$ cat config.mk
export PLATFORM = sky130hd
export DESIGN_NAME = seq_input_select
export DESIGN_NICKNAME = d
export VERILOG_FILES = /design/src/design/step_select_pkg.sv /design/src/design/step_field_pick.sv /design/src/design/seq_input_select.sv
export SDC_FILE = /design/constraint.sdc
export NUM_CORES = 1
export LEC_CHECK = 0
export BUFFER_PORTS_ARGS = -buffer_cell sky130_fd_sc_hd__buf_4
export CORE_MARGIN = 1.5
export CORE_UTILIZATION = 39
export DETAILED_ROUTE_END_ITERATION = 7
export PLACE_DENSITY = 0.8
export SYNTH_ARGS = -nofsm -noshare
export SYNTH_HDL_FRONTEND = slang
export SYNTH_HIERARCHICAL = 1
export SYNTH_SLANG_ARGS = --single-unit
$ cat constraint.sdc
create_clock -name pclk -period 1.6 [get_ports pclk]
set_input_delay 0 -clock pclk [delete_from_list [all_inputs] [get_ports pclk]]
set_output_delay 0 -clock pclk [all_outputs]
set_load 0.03 [all_outputs]
$ cat src/design/step_select_pkg.sv
// Package for the sample sequence input select block.
// Assumes an APB master with 32-bit data and a sequencer that supplies the step index.
package step_select_pkg;
   localparam int          NUM_STEPS       = 8;
   localparam int          SEL_W           = 2;
   localparam int          STEP_STRIDE     = 4;
   localparam logic [11:0] SEL_REG_OFFSET  = 12'h000;
   localparam logic [31:0] SEL_REG_RESET   = 32'h0000_0000;
   // Writable bits: two-bit fields at 1:0, 5:4, ... 29:28
   localparam logic [31:0] SEL_WRITE_MASK  = 32'h3333_3333;
   localparam int          STEP1_LSB       = 0;
   localparam int          STEP2_LSB       = 4;
   localparam int          STEP3_LSB       = 8;
   localparam int          STEP4_LSB       = 12;
   localparam int          STEP5_LSB       = 16;
   localparam int          STEP6_LSB       = 20;
   localparam int          STEP7_LSB       = 24;
   localparam int          STEP8_LSB       = 28;

   typedef logic [SEL_W-1:0] sel_t;

   typedef struct packed {
      logic       running;
      logic [2:0] step;
   } seq_status_s;

   typedef struct packed {
      logic [11:0] paddr;
      logic        psel;
      logic        penable;
      logic        pwrite;
      logic [31:0] pwdata;
   } apb_req_s;
endpackage

$ cat src/design/step_field_pick.sv
// Picks the two-bit select field of one step out of the select word.
// Assumes step index 0 means the first step.
`timescale 1ns/100ps
module step_field_pick
   import step_select_pkg::*;
(
   input  wire logic [31:0] word,
   input  wire logic [2:0]  step,
   output sel_t             sel
);
   logic [4:0] lsb;

   always_comb begin
      lsb = {step, 2'b00};
      sel = word[lsb +: SEL_W];
   end
endmodule

$ cat src/design/seq_input_select.sv
// APB register holding the per-step analog input selects and the live select driven to the input mux.
// Assumes a sequencer that reports running and current step index synchronously to pclk.
`timescale 1ns/100ps
// Behaviour
// - The fifth step converts the input named by bits 17:16, which are read/write and reset to zero.
// - The fourth step converts the input named by bits 13:12, which are read/write and reset to zero.
// - The third step converts the input named by bits 9:8, which are read/write and reset to zero.
// - The second step converts the input named by bits 5:4, which are read/write and reset to zero.
// - The first step converts the input named by bits 1:0, which are read/write and reset to zero.
// - The gap bits between the low fields read zero and ignore writes.
module seq_input_select
   import step_select_pkg::*;
(
   input  wire logic        pclk,
   input  wire logic        presetn,
   input  wire logic [11:0] paddr,
   input  wire logic        psel,
   input  wire logic        penable,
   input  wire logic        pwrite,
   input  wire logic [31:0] pwdata,
   input  wire logic [3:0]  pstrb,
   output logic      [31:0] prdata,
   output logic             pready,
   output logic             pslverr,
   input  wire logic        seq_running,
   input  wire logic [2:0]  seq_step,
   output sel_t             analog_input_sel,
   output logic             analog_sel_valid
);
   logic [31:0] sel_word_r, sel_word_nxt;
   logic [31:0] prdata_r, prdata_nxt;
   logic        pready_r, pready_nxt;
   logic        pslverr_r, pslverr_nxt;
   sel_t        amux_r, amux_nxt;
   logic        avalid_r, avalid_nxt;
   sel_t        picked;
   logic        setup, hit;
   logic [31:0] lane_mask;

   assign setup = psel && !penable;
   assign hit   = (paddr[11:2] == SEL_REG_OFFSET[11:2]);

   // Byte strobes expanded into a bit mask
   always_comb begin
      for (int i = 0; i < 4; i++) begin
         lane_mask[i*8 +: 8] = {8{pstrb[i]}};
      end
   end

   // Answer is registered in the setup cycle so the access phase ends in one cycle
   always_comb begin
      sel_word_nxt = sel_word_r;
      prdata_nxt   = 32'h0000_0000;
      pready_nxt   = 1'b0;
      pslverr_nxt  = 1'b0;
      if (setup) begin
         pready_nxt  = 1'b1;
         pslverr_nxt = !hit;
         if (hit && !pwrite) begin
            prdata_nxt = sel_word_r & SEL_WRITE_MASK;
         end
      end
      if (psel && penable && pready_r && pwrite && hit) begin
         // Reserved bits stay zero whatever software writes
         sel_word_nxt = (sel_word_r & ~(lane_mask & SEL_WRITE_MASK))
                      | (pwdata & lane_mask & SEL_WRITE_MASK);
      end
   end

   always_ff @(posedge pclk or negedge presetn) begin
      if (!presetn) begin
         sel_word_r <= SEL_REG_RESET;
         prdata_r   <= 32'h0000_0000;
         pready_r   <= 1'b0;
         pslverr_r  <= 1'b0;
      end else begin
         sel_word_r <= sel_word_nxt;
         prdata_r   <= prdata_nxt;
         pready_r   <= pready_nxt;
         pslverr_r  <= pslverr_nxt;
      end
   end

   step_field_pick u_pick (
      .word (sel_word_r),
      .step (seq_step),
      .sel  (picked)
   );

   // Select follows the step one cycle later; held while idle so the mux does not glitch
   always_comb begin
      amux_nxt   = amux_r;
      avalid_nxt = seq_running;
      if (seq_running) begin
         amux_nxt = picked;
      end
   end

   always_ff @(posedge pclk or negedge presetn) begin
      if (!presetn) begin
         amux_r   <= '0;
         avalid_r <= 1'b0;
      end else begin
         amux_r   <= amux_nxt;
         avalid_r <= avalid_nxt;
      end
   end

   assign prdata           = prdata_r;
   assign pready           = pready_r;
   assign pslverr          = pslverr_r;
   assign analog_input_sel = amux_r;
   assign analog_sel_valid = avalid_r;

   property p_step5_sel;
      @(posedge pclk) disable iff (!presetn)
      (seq_running && seq_step == 3'd4) |=> (analog_input_sel == $past(sel_word_r[17:16]));
   endproperty
   a_step5_sel: assert property (p_step5_sel) else $error("step five select wrong");

   property p_step4_sel;
      @(posedge pclk) disable iff (!presetn)
      (seq_running && seq_step == 3'd3) |=> (analog_input_sel == $past(sel_word_r[13:12]));
   endproperty
   a_step4_sel: assert property (p_step4_sel) else $error("step four select wrong");

   property p_step3_sel;
      @(posedge pclk) disable iff (!presetn)
      (seq_running && seq_step == 3'd2) |=> (analog_input_sel == $past(sel_word_r[9:8]));
   endproperty
   a_step3_sel: assert property (p_step3_sel) else $error("step three select wrong");

   property p_step2_sel;
      @(posedge pclk) disable iff (!presetn)
      (seq_running && seq_step == 3'd1) |=> (analog_input_sel == $past(sel_word_r[5:4]));
   endproperty
   a_step2_sel: assert property (p_step2_sel) else $error("step two select wrong");

   property p_step1_sel;
      @(posedge pclk) disable iff (!presetn)
      (seq_running && seq_step == 3'd0) |=> (analog_input_sel == $past(sel_word_r[1:0]));
   endproperty
   a_step1_sel: assert property (p_step1_sel) else $error("step one select wrong");

   property p_gaps_zero;
      @(posedge pclk) disable iff (!presetn)
      (sel_word_r & ~SEL_WRITE_MASK) == 32'h0000_0000;
   endproperty
   a_gaps_zero: assert property (p_gaps_zero) else $error("reserved bits not zero");

   property p_read_gaps;
      @(posedge pclk) disable iff (!presetn)
      (psel && penable && pready) |-> ((prdata & ~SEL_WRITE_MASK) == 32'h0000_0000);
   endproperty
   a_read_gaps: assert property (p_read_gaps) else $error("read shows reserved bits");

   property p_upper_write;
      @(posedge pclk) disable iff (!presetn)
      (psel && penable && pready && pwrite && hit && pstrb[3])
      |=> (sel_word_r[29:28] == $past(pwdata[29:28]));
   endproperty
   a_upper_write: assert property (p_upper_write) else $error("step eight field not written");

   property p_one_wait;
      @(posedge pclk) disable iff (!presetn)
      (psel && !penable) |=> pready;
   endproperty
   a_one_wait: assert property (p_one_wait) else $error("no ready after setup");

   property p_step6_sel;
      @(posedge pclk) disable iff (!presetn)
      (seq_running && seq_step == 3'd5) |=> (analog_input_sel == $past(sel_word_r[STEP6_LSB +: SEL_W]));
   endproperty
   a_step6_sel: assert property (p_step6_sel) else $error("step six select wrong");

   property p_step7_sel;
      @(posedge pclk) disable iff (!presetn)
      (seq_running && seq_step == 3'd6) |=> (analog_input_sel == $past(sel_word_r[STEP7_LSB +: SEL_W]));
   endproperty
   a_step7_sel: assert property (p_step7_sel) else $error("step seven select wrong");

   property p_step8_sel;
      @(posedge pclk) disable iff (!presetn)
      (seq_running && seq_step == 3'd7) |=> (analog_input_sel == $past(sel_word_r[STEP8_LSB +: SEL_W]));
   endproperty
   a_step8_sel: assert property (p_step8_sel) else $error("step eight select wrong");

   property p_low_write;
      @(posedge pclk) disable iff (!presetn)
      (psel && penable && pready && pwrite && hit && pstrb[0])
      |=> (sel_word_r[STEP1_LSB +: SEL_W] == $past(pwdata[STEP1_LSB +: SEL_W]));
   endproperty
   a_low_write: assert property (p_low_write) else $error("step one field not written");

   property p_mid_write;
      @(posedge pclk) disable iff (!presetn)
      (psel && penable && pready && pwrite && hit && pstrb[2])
      |=> (sel_word_r[STEP5_LSB +: SEL_W] == $past(pwdata[STEP5_LSB +: SEL_W]));
   endproperty
   a_mid_write: assert property (p_mid_write) else $error("step five field not written");

   // Partial writes must not disturb the top lane (bits 31:24) when its strobe is low
   property p_lane_keep;
      @(posedge pclk) disable iff (!presetn)
      (psel && penable && pready && pwrite && hit && !pstrb[3])
      |=> (sel_word_r[31:24] == $past(sel_word_r[31:24]));
   endproperty
   a_lane_keep: assert property (p_lane_keep) else $error("unstrobed lane changed");

   property p_unmapped_keep;
      @(posedge pclk) disable iff (!presetn)
      (psel && penable && pready && !hit) |=> $stable(sel_word_r);
   endproperty
   a_unmapped_keep: assert property (p_unmapped_keep) else $error("unmapped access changed register");

   property p_unmapped_err;
      @(posedge pclk) disable iff (!presetn)
      (psel && !penable && !hit) |=> pslverr;
   endproperty
   a_unmapped_err: assert property (p_unmapped_err) else $error("no error for unmapped address");

   property p_read_data;
      @(posedge pclk) disable iff (!presetn)
      (psel && !penable && hit && !pwrite) |=> (prdata == ($past(sel_word_r) & SEL_WRITE_MASK));
   endproperty
   a_read_data: assert property (p_read_data) else $error("read data wrong");

   property p_valid_follow;
      @(posedge pclk) disable iff (!presetn)
      analog_sel_valid == $past(seq_running);
   endproperty
   a_valid_follow: assert property (p_valid_follow) else $error("select valid does not follow running");

   c_write: cover property (@(posedge pclk) disable iff (!presetn) psel && penable && pready && pwrite && hit);
   c_read: cover property (@(posedge pclk) disable iff (!presetn) psel && penable && pready && !pwrite && hit);
   c_bad: cover property (@(posedge pclk) disable iff (!presetn) pslverr);
   c_step8: cover property (@(posedge pclk) disable iff (!presetn) seq_running && seq_step == 3'd7);
   c_done: cover property (@(posedge pclk) disable iff (!presetn) $fell(analog_sel_valid));
endmodule

# == Word-level counts from Yosys, hierarchy flattened ==
# Index checks and enable logic that the tools add are counted.
# word_totals
ff_bits,69
in_bits,57
# op_classes
bitwise_logic,4
mux,4
n_shift,1
reduce_logical,10
# op_table
op,n
32-bit AND,1
32-bit two-way mux,1
30-bit NOT with 32-bit output,1
32-bit by 30-bit bitwise OR with 32-bit output,1
32-bit by 6-bit indexed part select with 2-bit output,1
30-bit AND,1
30-bit two-way mux,1
10-bit zero test,1
1-bit logical AND,6
1-bit zero test,3
1-bit two-way mux,2

# == Logic depth before layout (Yosys ltp) ==
# Gate-level depths: netlist (run 1).
# depth
word_depth,4
mapped_depth,5
ltp_nobuf,3

# == Hierarchy ==
# The synthesis (run 1) kept the hierarchy.
# modules_own_cells
mod,cells_each,area_each_um2,instances,seq_area_each_um2
seq_input_select,108,1550.2,1,925.9
step_field_pick,6,127.6,1,0.0

# == Worst setup path before layout (run 1) ==
# OpenSTA, ideal clock, no wires.
# synth_timing
path_kind,reg-to-reg
from,"reg pready_r, in the netlist pready"
to,reg with a tool-made name
synth_period_minus_slack_ns,1.797
arrival_time_ns,1.672
stages_incl_launch_ff,5
n_path_buf,1
path_slack_ns,-0.197
required_ns,1.475
path_cell_list,dfrtp_1 -> nand4_1 -> or4_4 -> buf_6 -> mux2_4
# synth_lines
element,line,source
"start, declared",seq_input_select.sv:32,"logic pready_r, pready_nxt;"
"start signal, assigned",seq_input_select.sv:79,pready_r <= pready_nxt;

==> results of run 1 <==
-- layout make-up --
class                           count  area [µm²]  share of cell area, %
Clock buffer                        7        86.3                   3.52
Timing Repair Buffer               87         716                   29.2
Tap cell                           50        62.6                   2.55
Multi-Input combinational cell     72         661                   26.9
Sequential cell                    37         927                   37.8
-- worst max-delay path, stage by stage, from the launching register on --
cell     delay [ns]
dfrtp_1        0.40
mux4_1         0.52
mux2_2         0.27
mux2_2         0.26
-- worst max-delay path by stage --
| stage | from | endpoint | cells past startpoint |
|---|---|---|---|
| detailed placement | paddr[7] | flop | 6 |
| global route | flop | analog_input_sel[1]$_DFFE_PN0P_ | 3 |
| CTS | flop | analog_input_sel[1]$_DFFE_PN0P_ | 3 |
| floorplan | pready$_DFF_PN0_ | flop | 4 |
| global placement | paddr[7] | flop | 6 |
| finish | flop | analog_input_sel[1]$_DFFE_PN0P_ | 3 |
-- synth_stat cells --
cell type  number  share of area [%]
and2_1         16                6.0
buf_2           1               0.30
buf_4          16                7.2
buf_6           2                1.3
clkbuf_1        1               0.22
conb_1          1               0.22
dfrtp_1        37                 55
mux2_1          2                1.3
mux2_2         14                9.4
mux2_4          4                3.6
mux4_1          4                6.3
nand4_1         1               0.37
nor2b_1         1               0.37
nor4_2          4                3.0
o31a_1          1               0.52
or2_2           1               0.37
or3b_2          5                2.6
or4_1           1               0.45
or4_4           2                1.3
-- metrics by stage --
step | hold WS [ns] | setup WS, ns | total power (µW) | utilization, % | area, µm²
floorplan | -0.296 | -0.103 | 1070 | - | 1750
global placement | -0.0266 | -0.0761 | 1150 | 53.4 | 2170
detailed placement | -0.0205 | -0.129 | 1150 | 53.4 | 2170
CTS | 0.0827 | 0.0367 | 1820 | 60.4 | 2450
global route | 0.104 | 0.00204 | 1890 | 60.4 | 2450
finish | 0.107 | 0.0413 | 1790 | 60.4 | 2450
-- cells by family after synthesis --
group / Yosys count
mux: 24
compound gates: 1
buf+inv: 20
simple gates: 31
flops: 37
other cells: 1
-- metal layers --
metal,track usage [%],share of wire [%],vias to the layer above
li1,-,-,544
met1,15.5,38,540
met2,28.0,52,54
met3,4.87,7.9,5
met4,6.00,1.6,0
met5,0,0,-
-- where the power goes --
group	internal, µW	switching, µW	leakage [µW]
combinational	114	114	0.000733
clock	341	282	0.0000443
sequential	940	2.11	0.000511
total	1390	398	0.00129
==> metrics.md, run 1 <==
| Metric | Value |
|---|---|
| Minimum clock period after layout | `1.56 ns` |
| Leakage | `0.00129 µW` |
| # DRC | `0` |
| Commonest cells after routing, fill and taps aside | `66 x buf_4, 36 x dfrtp_1, 20 x dlygate4sd3_1` |
| Setup TNS | `0 ns` |
| Worst Setup End Kind | `flop` |
| Avg Cell Area, Syn | `14.7 µm²` |
| Synth Register Bits | `37` |
| # rows | `23` |
| Die Y-Extent | `68.6 µm` |
| Fin. Hold Viols | `0` |
| PD cells | `731 nW/µm²` |
| First-pass GRT wire length | `4980 µm` |
| Hold Buf Count CTS | `20` |
| Final Cycle Share | `97.4%` |
| Worst IR Drop VDD | `0.000349 V` |
| Hold Crit Depth | `3` |
| Inserted Clock Buffers | `5` |
| GRT Overall Usage | `15.1%` |
| Reg2reg setup slack | `0.04 ns` |
| Hold WC Path Type | `input pin to flop` |
| Skew final | `0.00358 ns` |
| Starting DRC count in detailed routing | `93` |
| Simple-Gate Fraction of Synth Area | `14.5%` |
| Crit start category | `flop` |
| CTS Sinks | `37` |
| Reg2reg end | `analog_input_sel[1]$_DFFE_PN0P_` |
| Adder-Cell Fraction of Synth Area | `0%` |
| Worst reg-to-reg path cell count | `3` |
| Complex-gate fraction of the synthesized area | `0.522%` |
| Most common cell after layout, fill and taps aside | `buf_4` |
| Vias in the first global route | `1147` |
| Outcome | `finished clean` |
| Starting density of the core | `41.4%` |
| Clk_lat worst skew | `0.28 ns` |
| Setup CP Type | `flop to flop` |
| Fmax | `0.642 GHz` |
| Clock Path Buffers | `2` |
| Placed Instances | `226` |
| Final setup fails | `0` |
| Die Footprint | `4700 µm²` |
| Synthesized cell area | `1680 µm²` |
| Synth warn | `6` |
| Final nets | `260` |
| Unrepaired setup endpoints after global routing | `false` |
| Layout Cells excl Fill | `253` |
| Area Overhead vs Synth | `46.2%` |
| Hold Path Origin | `seq_step[1]` |
| Detailed Route WL | `3280 µm` |
| GR Overflow Total | `0` |
| Reg clk slew, reported paths | `0.06 ns` |
| Synth cell types | `19` |
| DR vias | `1143` |
| Final Max Slew Viols | `0` |
| Post-route ant nets | `0` |
| Initial antenna violation count | `0` |
| H-tree levels | `2` |
| Data required time of the critical path | `1.77 ns` |
| Post-CTS resize count | `0` |
| Vias per cell | `4.52` |
| Post-CTS Setup Inserts | `0` |
| Sequential element share of the synthesized area | `55.2%` |
| PortBufs | `59` |
| Xor-xnor portion of the synthesized cell area | `0%` |
| Hpwl dp | `2430 µm` |
| RePlAce Congestion | `0.714` |
| WL per Instance | `13.0 µm` |
| CTS tree | `built` |
| Post-Synthesis Cells | `114` |
| Io pins | `94` |
| Worst EP arrival | `1.73 ns` |
| DRT Pass-1 Iters | `4` |
| Largest net degree at the start of global routing | `38` |
| Core box area | `4060 µm²` |
| Hold Path Sink | `analog_input_sel[0]$_DFFE_PN0P_` |
| Fill cell count | `315` |
| Die X | `68.6 µm` |
| Layout cells sized above 1 | `51.7%` |
| # Max-Cap Violations | `0` |
| Peak fanout along the critical path | `3` |
| Multiplexer share of the synthesized area | `20.6%` |
| Root buffer cell | `clkbuf_8` |
| Main combinational cell family by area after synthesis | `multiplexers` |
| Ant. Diodes | `0` |
Power figures use the tool's default switching activity.
==> run 2: changes to the inputs <==
--- a/config.mk
+++ b/config.mk
@@ -9,7 +9,8 @@
 export CORE_MARGIN = 1.5
 export CORE_UTILIZATION = 39
 export DETAILED_ROUTE_END_ITERATION = 7
-export PLACE_DENSITY = 0.8
+export GPL_TIMING_DRIVEN = 0
+export PLACE_DENSITY = 0.73
 export SYNTH_ARGS = -nofsm -noshare
 export SYNTH_HDL_FRONTEND = slang
 export SYNTH_HIERARCHICAL = 1
==> constraint.sdc (replaced) <==
create_clock -name pclk -period 1.6 [get_ports pclk]
set_input_delay 0.24 -clock pclk [delete_from_list [all_inputs] [get_ports pclk]]
set_output_delay 0.24 -clock pclk [all_outputs]
set_load 0.03 [all_outputs]
==> metrics.md, run 2 (synthesis gave the netlist of run 1 again) <==
| Metric | Value |
|---|---|
| Outcome | `complete, but fails checks` |
| Failing checks | `negative setup slack` |
| Die X | `68.6 µm (unchanged)` |
| Inserted Clock Buffers | `5 (unchanged)` |
| Wl on met1 | `1410 µm (+12%)` |
| # rows | `23 (unchanged)` |
| Ant. Diodes | `0 (unchanged)` |
| Slowest cell on crit path | `or4_4` |
| Vias per cell | `4.52 (about the same)` |
| CP top delay family | `simple AND/OR/NAND/NOR gates` |
| Area Overhead vs Synth | `48.3%` |
| Fill cell count | `334 (+6.0%)` |
| Final worst setup slack | `-0.0259 ns (-0.0672 ns)` |
| Fmax | `0.615 GHz (-4.1%)` |
| Final nets | `262 (+0.77%)` |
| Peak fanout along the critical path | `4 (+1)` |
| Vias in the first global route | `1198 (+4.4%)` |
| Most common cell after layout, fill and taps aside | `buf_4` |
| Hold WC Path Type | `input pin to flop` |
| Die Y-Extent | `68.6 µm (unchanged)` |
| Final Max Slew Viols | `0 (unchanged)` |
| Setup CP Type | `input pin to flop` |
| PortBufs | `59 (unchanged)` |
| Worst Setup End Kind | `flop` |
| Unrepaired setup endpoints after global routing | `true` |
| Final setup fails | `4 (+4)` |
| Critical Path Stages | `4 (+1)` |
| Met2 WL | `1860 µm (+8.4%)` |
| Post-DP Area | `2250 µm² (+3.9%)` |
| Most frequent CP cell | `or4_4` |
| Buf+Inv Stages, Crit Path | `1 (+1)` |
| Cells along the critical path | `buf_6, or4_4, or4_4, mux2_4` |
| Minimum clock period after layout | `1.63 ns (+0.0672 ns)` |
| Data required time of the critical path | `1.77 ns (about the same)` |
| RePlAce Congestion | `0.742 (+3.9%)` |
| Commonest cells after routing, fill and taps aside | `81 x buf_4, 37 x dfrtp_1, 16 x and2_1, 16 x conb_1, 15 x mux2_4` |
| Worst reg-to-reg path cell count | `3 (unchanged)` |
| WL per Instance | `14.4 µm (+11%)` |
| Final Power | `1760 µW (-2.0%)` |
| Reg-to-Reg Start | `pready$_DFF_PN0_` |
| Fin. Hold Viols | `0 (unchanged)` |
| Io pins | `94 (unchanged)` |
| H-tree levels | `2 (unchanged)` |
| CTS Sinks | `37 (unchanged)` |
| # Max-Cap Violations | `0 (unchanged)` |
| Skew final | `0.00537 ns (+0.00179 ns)` |
| Post-route ant nets | `0 (unchanged)` |
| Starting density of the core | `41.4% (unchanged)` |
| Hpwl dp | `2690 µm (+11%)` |
| Slowest stage delay, CP | `0.59 ns (+0.07 ns)` |
| Final Cycle Share | `102% (+4.2 points)` |
| Starting DRC count in detailed routing | `67 (-28%)` |
| Root buffer cell | `clkbuf_8` |
| GRT Overall Usage | `16.4% (+1.4 points)` |
| Setup TNS | `-0.0824 ns (-0.0824 ns)` |
| Worst IR Drop VDD | `0.000273 V (-22%)` |
| Reg2reg setup slack | `0.04 ns (about the same)` |
| Core box area | `4060 µm² (unchanged)` |
| Reg clk slew, reported paths | `0.07 ns (about the same)` |
| Clock Path Buffers | `2 (unchanged)` |
| First-pass GRT wire length | `5450 µm (+9.4%)` |
| Design area | `2490 µm² (+1.5%)` |
| GR Overflow Total | `0 (unchanged)` |
| Initial antenna violation count | `0 (unchanged)` |
| Critical Path Source | `paddr[7]` |
| Leakage | `0.00136 µW (+5.3%)` |
| Clk_lat worst skew | `0.28 ns (about the same)` |
| Crit start category | `input pin` |
| Worst EP arrival | `1.80 ns (+0.07 ns)` |
| Largest net degree at the start of global routing | `38 (unchanged)` |
| Wire length on met3 | `277 µm (+7.4%)` |
| DRT Pass-1 Iters | `4 (unchanged)` |
| Die Footprint | `4700 µm² (unchanged)` |
| Layout cells sized above 1 | `63.2% (+12 points)` |
| Top sig layer | `met4` |
| CTS tree | `built` |
| PD cells | `706 nW/µm² (-3.4%)` |
| # DRC | `0 (unchanged)` |
| DR vias | `1147 (+0.35%)` |
| Detailed Route WL | `3650 µm (+11%)` |
[run 2: worst min path at each step]
stage	startpoint	endpoint	slack (ns)	cells past startpoint
after floorplan	presetn	async pin	-0.06	0
after global placement	presetn	prdata[25]$_DFF_PN0_	0.21	1
after detailed placement	presetn	prdata[24]$_DFF_PN0_	0.23	1
after CTS	seq_running	analog_sel_valid$_DFF_PN0_	0.08	1
after global routing	seq_running	analog_sel_valid$_DFF_PN0_	0.08	1
final	seq_running	analog_sel_valid$_DFF_PN0_	0.09	1
[run 2: repair_timing]
action	4_1_cts	5_1_grt
hold buffers	1	0
pin swaps	8	8
gates cloned	0	0
endpoints found under the hold margin	37	0
gates resized for setup	7	19
buffers inserted	10	2
setup endpoints to repair	26	27
[run 2: final cells by class]
class	count	area, µm²	area share [%]
sequential	37	926	37.2
multi-input combinational	72	729	29.3
timing repair buffer	72	566	22.7
buffer	17	131	5.28
clock buffer	5	68.8	2.77
tap	50	62.6	2.51
clock inverter	1	5.00	0.201
[run 2: worst register-to-register path, stage by stage, from the launching register on]
cell and delay (ns):
dfrtp_1 0.37, nand4_1 0.17, or4_4 0.58, mux2_4 0.33
[run 2: per-layer routing]
metal	GRT usage [%]	vias up
li1	-	542
met1	17.5	534
met2	29.6	63
met3	3.08	8
met4	10.5	0
met5	0	-
[run 2: through the flow]
stage	util (%)	std cells	hold WS (ns)	setup slack [ns]
floorplan	-	129	-0.0556	-0.343
global placement	55.5	238	0.205	-0.484
detailed placement	55.5	238	0.228	-0.547
CTS	59.7	252	0.0830	-0.0369
global route	61.3	254	0.0790	-0.0339
finish	61.3	254	0.0876	-0.0259
[run 2: where the power goes]
part	internal (µW)	total, µW	leakage (µW)	switching [µW]
logic	115	233	0.000804	118
registers	939	942	0.000513	2.22
clock network	286	582	0.0000399	296
